$ cat src/logic/rfas_cfg.svh
// Purpose: constants of the register field access bank
// Assumes: 32-bit AHB-Lite data, word aligned registers
// Notes:   offsets are byte addresses
`ifndef RFAS_CFG_SVH
`define RFAS_CFG_SVH

// register byte offsets
`define RFAS_OFS_ERR_SUMMARY  8'h00
`define RFAS_OFS_FIELD_DEMO   8'h04
`define RFAS_OFS_CAPTURE      8'h08
`define RFAS_OFS_STATUS       8'h0C

// error summary field positions
`define RFAS_ERR_BUS_BIT      0
`define RFAS_ERR_IRQ_BIT      1
`define RFAS_ERR_TRAP_BIT     2
`define RFAS_ERR_EN_BIT       11
`define RFAS_ERR_CMD_LO       16
`define RFAS_ERR_CMD_HI       23

// field demo positions
`define RFAS_DEMO_RW_LO       0
`define RFAS_DEMO_RW_HI       7
`define RFAS_DEMO_WO_LO       8
`define RFAS_DEMO_WO_HI       15
`define RFAS_DEMO_WZ_LO       16
`define RFAS_DEMO_WZ_HI       23
`define RFAS_DEMO_MBZ_LO      28
`define RFAS_DEMO_MBZ_HI      31
`define RFAS_DEMO_ONES        2'b11
`define RFAS_DEMO_ONE_LO      24
`define RFAS_DEMO_ONE_HI      25

// capture and status positions
`define RFAS_CAP_FULL_BIT     31
`define RFAS_STAT_RSVD_BIT    0
`define RFAS_STAT_FULL_BIT    8
`define RFAS_CAP_VAL_LO       0
`define RFAS_CAP_VAL_HI       7

// power-up values
`define RFAS_RST_FLAG         1'b0
`define RFAS_RST_BYTE         8'h00
`define RFAS_RST_WORD         32'h0000_0000

`endif

$ cat src/logic/rfas_pkg.sv
// Purpose: types of the register field access bank
// Assumes: rfas_cfg.svh holds every number
// Notes:   whole module state is one packed struct
`default_nettype none
package rfas_pkg;

   // error events from the core, same clock
   typedef struct packed {
      logic       bus_err;
      logic       irq_err;
      logic       trap_err;
      logic [7:0] cmd;
   } rfas_err_evt_t;

   // hardware capture request for the read-to-clear field
   typedef struct packed {
      logic       load;
      logic [7:0] data;
   } rfas_cap_t;

   typedef struct packed {
      logic        pend_wr;
      logic        pend_rd;
      logic        priv;
      logic [7:0]  addr;
      logic        hready;
      logic        hresp;
      logic [31:0] rdata;
      logic        bus_flt;
      logic        irq_rep;
      logic        trap_rep;
      logic        irq_en;
      logic [7:0]  fail_cmd;
      logic [7:0]  rw_val;
      logic [7:0]  wo_val;
      logic [7:0]  wz_val;
      logic        wz_strobe;
      logic        rsvd_flag;
      logic        rsvd_pulse;
      logic [7:0]  cap_val;
      logic        cap_full;
      logic        err_irq;
   } rfas_state_t;

endpackage
`default_nettype wire

$ cat src/logic/rfas_bank.sv
// Purpose: register bank showing each field access type on AHB-Lite
// Assumes: one slave on the bus, single word transfers, 100 MHz hclk
// Notes:   writes take no wait state, reads take one
//          hsize is not checked, every access is taken as a word
//          unprivileged writes are dropped, unprivileged reads give zero
//          a hardware set beats a software clear in the same cycle
//          capture load is refused while full, also at the clearing read
//          a must-be-zero violation drops the whole field demo write
//
// Overview of operation
// read-write field returns last stored value, takes updates
// read-only field changes by hardware only, writes ignored
// write-only field stored for hardware, read value not to be used
// write-only field used by hardware, always reads zero
// write-one-to-clear bit readable, one clears, zero leaves it
// read-to-clear field holds capture until read, then reloads
// constant zero positions read zero, writes ignored
// constant one positions read one, writes ignored
// positions without storage ignore writes, read value arbitrary
// nonzero must-be-zero field raises reserved operand exception
// software writes zero into should-be-zero fields
// initialised fields take their power-up value
// bus fault flag at bit 0, write-one-to-clear, powers up zero
// interrupt report flag at bit 1, write-one-to-clear, zero
// trap report flag at bit 2, write-one-to-clear, zero
// error interrupt enable at bit 11, read-write, zero blocks
// failing command bits 23:16 latch command at error
// no operation may leave the bank unable to continue
// only privileged accesses reach the registers
// unnamed bits of the error register read zero
//
// Implementation choices: the register offsets and register access over AHB-Lite.
`include "rfas_cfg.svh"
`default_nettype none
module rfas_bank (
   input  wire logic                   hclk,
   input  wire logic                   hresetn,
   input  wire logic                   hsel,
   input  wire logic [7:0]             haddr,
   input  wire logic [1:0]             htrans,
   input  wire logic                   hwrite,
   input  wire logic [2:0]             hsize,
   input  wire logic [3:0]             hprot,
   input  wire logic [31:0]            hwdata,
   input  wire logic                   hready,
   output logic                        hreadyout,
   output logic                        hresp,
   output logic [31:0]                 hrdata,
   input  wire rfas_pkg::rfas_err_evt_t err_evt,
   input  wire rfas_pkg::rfas_cap_t    cap_in,
   output logic [7:0]                  rw_value,
   output logic [7:0]                  wo_value,
   output logic [7:0]                  wz_value,
   output logic                        wz_strobe,
   output logic                        rsvd_op_exc,
   output logic                        err_irq,
   output logic                        cap_full
);
   import rfas_pkg::*;

   rfas_state_t s_q;
   rfas_state_t s_d;
   logic        accept;
   logic        any_err;

   // word index compare, used by write and read paths
   function automatic logic is_reg(input logic [7:0] a,
                                   input logic [7:0] ofs);
      is_reg = (a[7:2] == ofs[7:2]);
   endfunction

   // register map, one word each, unmapped words read zero
   //   0x00 error summary: flags 0 bus, 1 irq, 2 trap (one clears),
   //        11 enable, 23:16 failing command (read only)
   //   0x04 field demo: 7:0 read-write, 15:8 write-only, 23:16
   //        write-only reads zero, 25:24 fixed ones, 27:26 no storage,
   //        31:28 must be zero
   //   0x08 capture: 7:0 read-to-clear value, 31 full
   //   0x0C status: 0 reserved operand flag (one clears), 8 full

   // error summary word, unnamed bits stay zero
   function automatic logic [31:0] read_err(input rfas_state_t s);
      logic [31:0] r;
      r = `RFAS_RST_WORD;
      r[`RFAS_ERR_BUS_BIT]  = s.bus_flt;
      r[`RFAS_ERR_IRQ_BIT]  = s.irq_rep;
      r[`RFAS_ERR_TRAP_BIT] = s.trap_rep;
      r[`RFAS_ERR_EN_BIT]   = s.irq_en;
      r[`RFAS_ERR_CMD_HI:`RFAS_ERR_CMD_LO] = s.fail_cmd;
      read_err = r;
   endfunction

   // write-only bytes, absent and must-be-zero bits give zero
   function automatic logic [31:0] read_demo(input rfas_state_t s);
      logic [31:0] r;
      r = `RFAS_RST_WORD;
      r[`RFAS_DEMO_RW_HI:`RFAS_DEMO_RW_LO] = s.rw_val;
      // software must not rely on the write-only byte          // R3
      r[`RFAS_DEMO_ONE_HI:`RFAS_DEMO_ONE_LO] = `RFAS_DEMO_ONES;
      read_demo = r;
   endfunction

   function automatic logic [31:0] read_cap(input rfas_state_t s);
      logic [31:0] r;
      r = `RFAS_RST_WORD;
      r[`RFAS_CAP_VAL_HI:`RFAS_CAP_VAL_LO] = s.cap_val;
      r[`RFAS_CAP_FULL_BIT] = s.cap_full;
      read_cap = r;
   endfunction

   function automatic logic [31:0] read_stat(input rfas_state_t s);
      logic [31:0] r;
      r = `RFAS_RST_WORD;
      r[`RFAS_STAT_RSVD_BIT] = s.rsvd_flag;
      r[`RFAS_STAT_FULL_BIT] = s.cap_full;
      read_stat = r;
   endfunction

   // read view of every register
   function automatic logic [31:0] read_mux(input rfas_state_t s);
      logic [31:0] r;
      r = `RFAS_RST_WORD;
      if (is_reg(s.addr, `RFAS_OFS_ERR_SUMMARY)) begin
         r = read_err(s);
      end else if (is_reg(s.addr, `RFAS_OFS_FIELD_DEMO)) begin
         r = read_demo(s);
      end else if (is_reg(s.addr, `RFAS_OFS_CAPTURE)) begin
         r = read_cap(s);
      end else if (is_reg(s.addr, `RFAS_OFS_STATUS)) begin
         r = read_stat(s);
      end
      read_mux = r;
   endfunction

   // a written one clears, a written zero keeps the bit
   function automatic logic w1c(input logic cur,
                                input logic wbit);
      w1c = cur & ~wbit;
   endfunction

   // failing command and unnamed bits are not writable
   function automatic rfas_state_t write_err(input rfas_state_t s,
                                             input logic [31:0] d);
      rfas_state_t n;
      n = s;
      n.bus_flt  = w1c(s.bus_flt, d[`RFAS_ERR_BUS_BIT]);
      n.irq_rep  = w1c(s.irq_rep, d[`RFAS_ERR_IRQ_BIT]);
      n.trap_rep = w1c(s.trap_rep, d[`RFAS_ERR_TRAP_BIT]);
      n.irq_en   = d[`RFAS_ERR_EN_BIT];
      write_err = n;
   endfunction

   // whole write dropped so no field sees bad data
   function automatic rfas_state_t write_demo(input rfas_state_t s,
                                              input logic [31:0] d);
      rfas_state_t n;
      n = s;
      if (|d[`RFAS_DEMO_MBZ_HI:`RFAS_DEMO_MBZ_LO]) begin
         n.rsvd_pulse = 1'b1;
         n.rsvd_flag  = 1'b1;
      end else begin
         n.rw_val    = d[`RFAS_DEMO_RW_HI:`RFAS_DEMO_RW_LO];
         n.wo_val    = d[`RFAS_DEMO_WO_HI:`RFAS_DEMO_WO_LO];
         n.wz_val    = d[`RFAS_DEMO_WZ_HI:`RFAS_DEMO_WZ_LO];
         n.wz_strobe = 1'b1;
      end
      write_demo = n;
   endfunction

   function automatic rfas_state_t write_stat(input rfas_state_t s,
                                              input logic [31:0] d);
      rfas_state_t n;
      n = s;
      n.rsvd_flag = w1c(s.rsvd_flag, d[`RFAS_STAT_RSVD_BIT]);
      write_stat = n;
   endfunction

   assign accept  = hsel & hready & htrans[1];
   assign any_err = err_evt.bus_err | err_evt.irq_err | err_evt.trap_err;

   always_comb begin
      s_d            = s_q;
      s_d.wz_strobe  = 1'b0;
      s_d.rsvd_pulse = 1'b0;
      s_d.hresp      = 1'b0;
      s_d.hready     = 1'b1;

      // address phase; hsize is not checked, word access assumed
      s_d.pend_wr = accept & hwrite;
      s_d.pend_rd = accept & ~hwrite;
      if (accept) begin
         s_d.addr = haddr;
         s_d.priv = hprot[1];
      end
      // one wait state lets a write just before a read land first
      if (accept && !hwrite) begin
         s_d.hready = 1'b0;
      end

      // write data phase, ignored without privilege            // R19
      if (s_q.pend_wr && s_q.priv) begin
         if (is_reg(s_q.addr, `RFAS_OFS_ERR_SUMMARY)) begin
            s_d = write_err(s_d, hwdata);
         end else if (is_reg(s_q.addr, `RFAS_OFS_FIELD_DEMO)) begin
            s_d = write_demo(s_d, hwdata);
         end else if (is_reg(s_q.addr, `RFAS_OFS_STATUS)) begin
            s_d = write_stat(s_d, hwdata);
         end
         // capture register and unmapped words ignore writes
      end

      // hardware sets after software clears, so set wins
      if (err_evt.bus_err) begin
         s_d.bus_flt = 1'b1;
      end
      if (err_evt.irq_err) begin
         s_d.irq_rep = 1'b1;
      end
      if (err_evt.trap_err) begin
         s_d.trap_rep = 1'b1;
      end
      if (any_err) begin
         s_d.fail_cmd = err_evt.cmd;
      end

      // read data phase; unprivileged or unmapped reads give zero
      if (s_q.pend_rd) begin
         s_d.rdata = s_q.priv ? read_mux(s_q) : `RFAS_RST_WORD;
         if (s_q.priv && is_reg(s_q.addr, `RFAS_OFS_CAPTURE)) begin
            s_d.cap_full = 1'b0;
         end
      end

      // reload only once the previous value has been read
      if (cap_in.load && !s_q.cap_full) begin
         s_d.cap_val  = cap_in.data;
         s_d.cap_full = 1'b1;
      end

      s_d.err_irq = s_d.irq_en & s_d.irq_rep;
   end

   // every state bit has a power-up value; bus state cannot stick
   always_ff @(posedge hclk or negedge hresetn) begin
      if (!hresetn) begin
         s_q.pend_wr    <= 1'b0;
         s_q.pend_rd    <= 1'b0;
         s_q.priv       <= 1'b0;
         s_q.addr       <= `RFAS_RST_BYTE;
         s_q.hready     <= 1'b1;
         s_q.hresp      <= 1'b0;
         s_q.rdata      <= `RFAS_RST_WORD;
         s_q.bus_flt    <= `RFAS_RST_FLAG;
         s_q.irq_rep    <= `RFAS_RST_FLAG;
         s_q.trap_rep   <= `RFAS_RST_FLAG;
         s_q.irq_en     <= `RFAS_RST_FLAG;
         s_q.fail_cmd   <= `RFAS_RST_BYTE;
         s_q.rw_val     <= `RFAS_RST_BYTE;
         s_q.wo_val     <= `RFAS_RST_BYTE;
         s_q.wz_val     <= `RFAS_RST_BYTE;
         s_q.wz_strobe  <= 1'b0;
         s_q.rsvd_flag  <= 1'b0;
         s_q.rsvd_pulse <= 1'b0;
         s_q.cap_val    <= `RFAS_RST_BYTE;
         s_q.cap_full   <= 1'b0;
         s_q.err_irq    <= 1'b0;
      end else begin
         s_q <= s_d;
      end
   end

   assign hreadyout   = s_q.hready;
   assign hresp       = s_q.hresp;
   assign hrdata      = s_q.rdata;
   assign rw_value    = s_q.rw_val;
   assign wo_value    = s_q.wo_val;
   assign wz_value    = s_q.wz_val;
   assign wz_strobe   = s_q.wz_strobe;
   assign rsvd_op_exc = s_q.rsvd_pulse;
   assign err_irq     = s_q.err_irq;
   assign cap_full    = s_q.cap_full;

endmodule
`default_nettype wire

$ cat config.mk
export PLATFORM = sky130hd
export DESIGN_NAME = rfas_bank
export DESIGN_NICKNAME = d
export VERILOG_FILES = /design/src/logic/rfas_pkg.sv /design/src/logic/rfas_bank.sv
export VERILOG_INCLUDE_DIRS = /design/src /design/src/logic
export SDC_FILE = /design/constraint.sdc
export NUM_CORES = 1
export LEC_CHECK = 0
export ABC_CLOCK_PERIOD_IN_PS = 2600
export BUFFER_PORTS_ARGS = -buffer_cell sky130_fd_sc_hd__buf_2
export CORE_UTILIZATION = 49
export DETAILED_ROUTE_END_ITERATION = 10
export PLACE_DENSITY = 0.82
export SETUP_SLACK_MARGIN = 0.1
export SLEW_MARGIN = 30
export SYNTH_ARGS = -nofsm -noshare
export SYNTH_HDL_FRONTEND = slang
export SYNTH_SLANG_ARGS = --single-unit
$ cat constraint.sdc
create_clock -name hclk -period 2.6 [get_ports hclk]
set_input_delay 0.13 -clock hclk [delete_from_list [all_inputs] [get_ports hclk]]
set_output_delay 0.13 -clock hclk [all_outputs]
set_load 0.005 [all_outputs]
==> flow_summary.json, run 1 <==
{
  "first_iter_violations": 68,
  "drt-total-wl_um": 6460,
  "cp_max_fo": 17,
  "seq_area_mm2": 0.00198,
  "rsz0062_at_grt": "no",
  "ys_ff_latch": 79,
  "dp_hpwl_um": 4790,
  "holdPathEnd": "wo_value[7]",
  "grt_pass1_vias": 2282,
  "clkLatencyLatePin_ns": 0.34,
  "finalMaxSlewViolations": 0,
  "hold_class": "in -> reg",
  "final_common_cell": "buf_2",
  "ys_seq_area_share_pct": 54.9,
  "diodes": 0,
  "clockBufferDepth": 2,
  "post_drt_wl_per_cell_um": 13.5,
  "whs_ns": 0.0146,
  "dieHeight_um": 87.8,
  "dpl_worst_slack_ns": 0.406,
  "hp-start": "hwdata[15]",
  "place.port_buffers": 110,
  "h-tree-depth": 3,
  "initial_core_util_pct": 51.9,
  "layout_common_cells": "buf_2, dfrtp_1, mux2_2",
  "finalSetupTns_ns": 0,
  "min_delay_path_depth": 2,
  "die-area_mm2": 0.00771,
  "placed_cell_area_mm2": 0.00388,
  "ff2ff_setup_slack_ns": 0.38,
  "cts_buffers": 9,
  "syn_to_final_growth_pct": 14.6,
  "vias": 2308,
  "fin_skew_ns": 0.00936,
  "synth_area_mm2": 0.00361,
  "ys.flop_type": "dfrtp_1",
  "ys_async_sr_fraction_pct": 100,
  "r2r_end": "wz_value[6]",
  "cellLeakagePower_nw": 2.10,
  "finalPower_mw": 2.45,
  "nets": 452,
  "cts_sinks": 79,
  "slew-limit-headroom_pct": 54.6,
  "stdcell_count": 477,
  "top_level_ports": 136,
  "place_congestion": 0.761,
  "cp.required_ns": 2.82,
  "maxCapViolCount": 0,
  "viasPerCell": 4.84,
  "path_clk_slew_ns": 0.08,
  "die_x_um": 87.8,
  "critPathCaptureType": "flip-flop",
  "drive_above_1_share_pct": 47.5,
  "synth-edff-count": 0,
  "stdcell_area_mm2": 0.00413,
  "crit_arrival_ns": 2.44,
  "tightestPinTransition_ns": 0.681,
  "status": "completed",
  "fmax_mhz": 451,
  "worst_slack_ns": 0.382,
  "gr-total-overflow": 0,
  "cts_tree": "built",
  "firstDrtPassIters": 4,
  "grt_max_degree": 80,
  "final.min_clock_period_ns": 2.22,
  "fin_util_pct": 59.5,
  "root_buffer": "clkbuf_8",
  "fill_cells": 587,
  "detail_route.drc_violations": 0,
  "hold_viol": 0,
  "p_per_area_mw_per_mm2": 594,
  "crit_type": "reg -> reg",
  "antenna_left": 0,
  "min_period_over_period_pct": 85.3,
  "grt_first_pass_wirelength_um": 10600,
  "rows": 30,
  "synth_cells": 301,
  "avgSynthCellArea_um2": 12.0,
  "multi_input_area_mm2": 0.00109,
  "peakVddDrop_v": 0.000318,
  "startpoint_type": "flip-flop",
  "grt_antenna_before_repair": 0,
  "synth_cell_types": 33,
  "setup-violations-final": 0,
  "yosys_warnings": 0,
  "reg2regPathDepth": 4,
  "worst_r2r_startpoint": "s_q[87]",
  "dp_cells": 457,
  "track_usage_pct": 18.4,
  "core_area_mm2": 0.00694
}
[layout make-up]
cell class,count,area share [%]
sequential,79,47.9
multi-input combinational,140,26.4
timing repair buffer,122,16.0
clock buffer,10,3.33
tap,96,2.91
inverter,26,2.36
clock inverter,4,1.15
[cells by family (layout without fill, tap and decap cells)]
kind of cell / Yosys count / count (layout) / synth area share, %
buf+inv: 93 / 162 / 16.1
flops: 79 / 79 / 54.9
mux: 50 / 50 / 15.5
simple gates: 44 / 44 / 6.97
compound gates: 34 / 34 / 6.45
other cells: 1 / 12 / 0.104
[sequential cells by signal, indices dropped and copies added (netlist names)]
register / flops
s_q: 30
hrdata: 20
rw_value: 8
wo_value: 8
wz_value: 8
cap_full: 1
err_irq: 1
hreadyout: 1
rsvd_op_exc: 1
wz_strobe: 1
[worst max-delay path, cell delays in order, from the launching register on]
cell	delay, ns
dfrtp_1	0.40
or4_1	0.68
nor4_4	0.36
buf_4	0.29
mux2_2	0.36
[routing by layer]
layer | global-route usage [%] | vias up | routed length [µm] | part of all wire, %
li1 | - | 1115 | - | -
met1 | 22.1 | 1100 | 2710 | 42
met2 | 31.2 | 81 | 3310 | 51
met3 | 5.18 | 12 | 315 | 4.9
met4 | 7.30 | 0 | 136 | 2.1
met5 | 0 | - | 0 | 0
[report_power, final]
part           total [mW]  switching [mW]  internal, mW  leakage [nW]
combinational       0.240           0.113         0.127         0.987
sequential           1.35          0.0600          1.29          1.02
clock               0.864           0.408         0.456        0.0940
[how the worst max path moves through the flow]
stage,from,to,depth (start not counted)
final,s_q[87],wz_value[6],4
after global routing,s_q[87],wz_value[6],4
after CTS,s_q[87],wz_value[6],4
after detailed placement,s_q[88],wz_value[5],4
after global placement,s_q[88],wz_value[2],4
after floorplan,s_q[88],wo_value[0],5
[cell usage after synthesis (all sizes together) (2+ instances only)]
master / count / area, µm²
dfrtp: 78 / 1950
buf: 60 / 455
mux2: 48 / 541
inv: 26 / 97.6
o22ai: 17 / 106
nand2: 11 / 41.3
clkbuf: 7 / 26.3
nand2b: 6 / 37.5
nor2: 6 / 22.5
nor4: 6 / 58.8
a22oi: 5 / 37.5
nand3: 5 / 25.0
a31oi: 3 / 18.8
nor2b: 3 / 18.8
a22o: 2 / 17.5
mux2i: 2 / 20.0
o21ai: 2 / 10.0
o32ai: 2 / 17.5
or4: 2 / 15.0
[what timing repair did]
action                                 in CTS  in global routing
endpoints found under the hold margin      82                  1
gates resized for setup                     0                  0
setup buffers                               0                  0
hold buffers                                5                  1
(Power assumes the default switching activity.)
==> run 2: changes to the inputs <==
Settings changed: CORE_UTILIZATION 49 to 51, CTS_BUF_LIST from default to sky130_fd_sc_hd__clkbuf_4 sky130_fd_sc_hd__clkbuf_8, PLACE_DENSITY 0.82 to 0.85.
==> run 2 against run 1 <==
  * Total power shrank 0.62%
  * Non-clock buffer count grew 6
  * Clock skew grew 0.0042 ns
  * Critical path type unchanged
  * Highest routed layer unchanged
==> flow_summary.json, run 2 (synthesized netlist as in run 1, its figures left out) <==
{
  "h-tree-depth": 3,
  "clkLatencyLatePin_ns": 0.34,
  "p_sw_share_pct": 24.4,
  "grt_pass1_vias": 2338,
  "path_clk_slew_ns": 0.08,
  "p_per_area_mw_per_mm2": 582,
  "seq_power_share_pct": 54.9,
  "cp_cell_sequence": "or4_1, nor4_4, buf_4, mux2_2",
  "firstDrtPassIters": 4,
  "cp.depth": 4,
  "power_frac_comb_pct": 10.8,
  "detail_route.drc_violations": 0,
  "place.port_buffers": 110,
  "critical-path-max-stage-delay_ns": 0.69,
  "ff2ff_setup_slack_ns": 0.37,
  "peakVddDrop_v": 0.000272,
  "nets": 458,
  "final.min_clock_period_ns": 2.23,
  "die-area_mm2": 0.00741,
  "antenna_left": 0,
  "finalSetupTns_ns": 0,
  "vias": 2403,
  "slew-limit-headroom_pct": 50.9,
  "gr-total-overflow": 0,
  "startpoint_type": "flip-flop",
  "syn_to_final_growth_pct": 16.2,
  "drive_above_1_share_pct": 47.0,
  "rsz0062_at_grt": "no",
  "min_period_over_period_pct": 85.7,
  "cp_max_fo": 17,
  "maxCapViolCount": 0,
  "initial_core_util_pct": 53.1,
  "dp_hpwl_um": 4680,
  "dieHeight_um": 86.1,
  "tightestPinTransition_ns": 0.730,
  "fin_util_pct": 61.7,
  "p_sw_mw": 0.596,
  "die_x_um": 86.1,
  "crit_path_start": "s_q[88]",
  "cts_buffers": 9,
  "first_iter_violations": 77,
  "cp.required_ns": 2.82,
  "post_cts_resized": 0,
  "finalPower_mw": 2.44,
  "place_congestion": 0.792,
  "clockBufferDepth": 2,
  "finalMaxSlewViolations": 0,
  "cts_sinks": 79,
  "rows": 30,
  "cellLeakagePower_nw": 2.13,
  "internal_power_mw": 1.84,
  "setup-violations-final": 0,
  "cts_tree": "built",
  "final_common_cell": "buf_2",
  "top_level_ports": 136,
  "worst_r2r_startpoint": "s_q[88]",
  "fin_skew_ns": 0.0136,
  "reg2regPathDepth": 4,
  "post_drt_wl_per_cell_um": 13.8,
  "critPathCaptureType": "flip-flop",
  "slowest_stage": "or4_1",
  "viasPerCell": 4.95,
  "grt_max_degree": 80,
  "path_buf_inv": 1,
  "hold_viol": 0,
  "status": "completed",
  "fmax_mhz": 449,
  "drt-total-wl_um": 6670,
  "layout_common_cells": "buf_2, dfrtp_1, mux2_2",
  "min_delay_path_depth": 2,
  "root_buffer": "clkbuf_8",
  "p_clk_share_pct": 34.3,
  "largest_reg_flops": 30,
  "hp-start": "err_evt[6]",
  "grt_antenna_before_repair": 0,
  "cpLargestDelayFamily": "simple AND/OR/NAND/NOR gates",
  "top_register": "s_q",
  "crit_arrival_ns": 2.45,
  "core_area_mm2": 0.00679,
  "grt_first_pass_wirelength_um": 10800,
  "diodes": 0,
  "crit_type": "reg -> reg",
  "hold_class": "in -> reg",
  "track_usage_pct": 19.1
}
## run 2: cell types whose count changed in the layout (fill, tap and decap cells not counted)
cell and delta:
clkbuf_4 +2, bufinv_16 -1, clkbuf_8 +1, dlygate4sd3_1 +6
## run 2: what timing repair did
item                                   4_1_cts  5_1_grt
setup buffers                                0        0
endpoints found under the hold margin       81        8
hold buffers                                 4        8
## run 2: layout make-up
cell class              count  area [µm²]
fillers                   558        2600
flip-flops and latches     79        1980
multi-input cells         140        1090
repair buffers            128         722
clock buffers              13         166
well taps                  96         120
inverters                  26        97.6
clock inverters             3        17.5
## run 2: worst paths after layout
check	endpoint
setup / recovery	wz_value[2]
hold / removal	s_q[43]
setup reg to reg	wz_value[2]
hold reg to reg	s_q[11]
max in group asynchronous	hrdata[31]
min in group asynchronous	wz_strobe
## run 2: per-layer routing
metal	share of wire, %	GRT usage, %	vias to the layer above
met2	50	31.2	101
met1	42	23.9	1156
li1	-	-	1129
met3	5.5	5.97	17
met4	2.1	7.12	0
met5	0	0	-
## run 2: stage by stage
stage / instances / setup slack, ns / hold WS [ns] / cell area, µm²
floorplan: 312 / 0.464 / -0.166 / 3650
global placement: 457 / 0.440 / 0.335 / 3880
global route: 485 / 0.261 / 0.000352 / 4190
finish: 485 / 0.371 / 0.0140 / 4190
detailed placement: 457 / 0.369 / 0.334 / 3880
CTS: 477 / 0.354 / 0.00533 / 4110
## run 2: power by group through the flow
stage / combinational (mW) / clock [mW] / sequential [mW]
after floorplan: 0.171 / 0 / 1.35
after global placement: 0.242 / 0 / 1.36
after detailed placement: 0.251 / 0 / 1.36
after CTS: 0.256 / 0.857 / 1.34
after global routing: 0.293 / 0.920 / 1.35
final: 0.264 / 0.838 / 1.34
==> run 3: changes to the inputs <==
Settings changed: PLACE_DENSITY 0.85 to 0.83, SLEW_MARGIN 30 to 40.
==> run 3 against run 2 <==
  * Wire length down 0.27%
  * Total power is 6.2% higher
  * Cell count is 1.4% lower
  * Sequential share of layout area increased by 0.33 points
  * Clock power grew 19%
  * Clock skew fell by 0.0013 ns
  * Critical path depth stayed put
  * Critical endpoint is now wz_value[3]
==> flow_summary.json, run 3 (synthesized netlist as in run 1, its figures left out) <==
{
  "status": "completed",
  "drt-total-wl_um": 6650,
  "fin_skew_ns": 0.0122,
  "gr-total-overflow": 0,
  "cts_setup_buffers": 0,
  "place.port_buffers": 110,
  "holdPathEnd": "wz_value[4]",
  "viasPerCell": 4.95,
  "root_buffer": "clkbuf_8",
  "path_clk_slew_ns": 0.07,
  "critPathCaptureType": "flip-flop",
  "tightestPinTransition_ns": 0.707,
  "finalSetupTns_ns": 0,
  "worst_slack_ns": 0.396,
  "nets": 451,
  "detail_route.drc_violations": 0,
  "hold_class": "in -> reg",
  "stdcell_area_mm2": 0.00416,
  "whs_ns": 0.0142,
  "placed_cell_area_mm2": 0.00388,
  "p_per_area_mw_per_mm2": 622,
  "top_level_ports": 136,
  "setup-violations-final": 0,
  "hold_viol": 0,
  "diodes": 0,
  "cts_buffers": 9,
  "final_common_cell": "buf_2",
  "reg2regPathDepth": 4,
  "cts_sinks": 79,
  "largest_reg_flops": 30,
  "track_usage_pct": 19.6,
  "cp.required_ns": 2.82,
  "cp_max_fo": 17,
  "syn_to_final_growth_pct": 15.4,
  "drive_above_1_share_pct": 47.6,
  "dp_hpwl_um": 4810,
  "layout_common_cells": "buf_2, dfrtp_1, mux2_2",
  "fmax_mhz": 454,
  "startpoint_type": "flip-flop",
  "grt_pass1_vias": 2405,
  "worst_r2r_startpoint": "s_q[88]",
  "h-tree-depth": 3,
  "vias": 2366,
  "finalMaxSlewViolations": 0,
  "cellLeakagePower_nw": 2.12,
  "grt_antenna_before_repair": 0,
  "antenna_left": 0,
  "grt_max_degree": 80,
  "initial_core_util_pct": 53.1,
  "final.min_clock_period_ns": 2.20,
  "die-area_mm2": 0.00741,
  "r2r_end": "wz_value[3]",
  "min_delay_path_depth": 2,
  "top_register": "s_q",
  "crit_arrival_ns": 2.42,
  "place_congestion": 0.762,
  "slew-limit-headroom_pct": 52.5,
  "clockBufferDepth": 2,
  "rsz0062_at_grt": "no",
  "rows": 30,
  "clkLatencyLatePin_ns": 0.35,
  "firstDrtPassIters": 4,
  "cts_tree": "built",
  "hp-start": "hwdata[20]",
  "maxCapViolCount": 0,
  "peakVddDrop_v": 0.000343,
  "dpl_worst_slack_ns": 0.407,
  "dieHeight_um": 86.1,
  "ff2ff_setup_slack_ns": 0.40,
  "core_area_mm2": 0.00679,
  "die_x_um": 86.1,
  "min_period_over_period_pct": 84.8,
  "post_drt_wl_per_cell_um": 13.9,
  "crit_type": "reg -> reg",
  "first_iter_violations": 86,
  "grt_first_pass_wirelength_um": 11100
}
==> run 3: area by class of cell <==
type,count,area [µm²]
Clock buffer,12,153
Fill cell,562,2630
Tap cell,96,120
Inverter,26,97.6
Multi-Input combinational cell,140,1090
Sequential cell,79,1980
Clock inverter,4,70.1
Timing Repair Buffer,121,654
==> run 3: critical path, cell delays in order (launching register included) <==
cell and delay (ns):
dfrtp_1 0.39, or4_1 0.69, nor4_4 0.34, buf_4 0.29, mux2_2 0.37
==> run 3: what timing repair did <==
item | CTS | global route
resized for setup | 0 | 0
hold endpoints to repair | 81 | 2
hold buffers | 4 | 2
==> run 3: metrics by stage <==
stage                     total power, mW  cells  util [%]
after floorplan                      1.52    312         -
after global routing                 2.72    478      61.3
after CTS                            2.62    476      61.0
after global placement               1.60    456      57.1
after detailed placement             1.61    456      57.1
final                                2.59    478      61.3
==> run 3: where the power goes <==
| group | internal (mW) | switching, mW | total, mW |
|---|---|---|---|
| clock | 0.586 | 0.413 | 0.999 |
| combinational | 0.124 | 0.113 | 0.237 |
| sequential | 1.29 | 0.0626 | 1.35 |
==> run 3: worst max path at each step <==
stage                        from          end  slack [ns]  cells past startpoint
after floorplan           s_q[88]  wo_value[0]        0.46                      5
after global placement    s_q[88]  wz_value[2]        0.45                      4
after detailed placement  s_q[88]  wz_value[3]        0.41                      4
after CTS                 s_q[88]  wz_value[3]        0.39                      4
after global routing      s_q[88]  wz_value[1]        0.30                      4
final                     s_q[88]  wz_value[3]        0.40                      4
==> run 3: routing by layer <==
| metal | GRT usage [%] | up-vias | share of wire [%] | wire length [µm] |
|---|---|---|---|---|
| met3 | 4.72 | 14 | 5.0 | 331 |
| met5 | 0 | - | 0 | 0 |
| met1 | 23.0 | 1154 | 42 | 2820 |
| li1 | - | 1112 | - | - |
| met2 | 33.9 | 86 | 50 | 3330 |
| met4 | 9.09 | 0 | 2.6 | 171 |
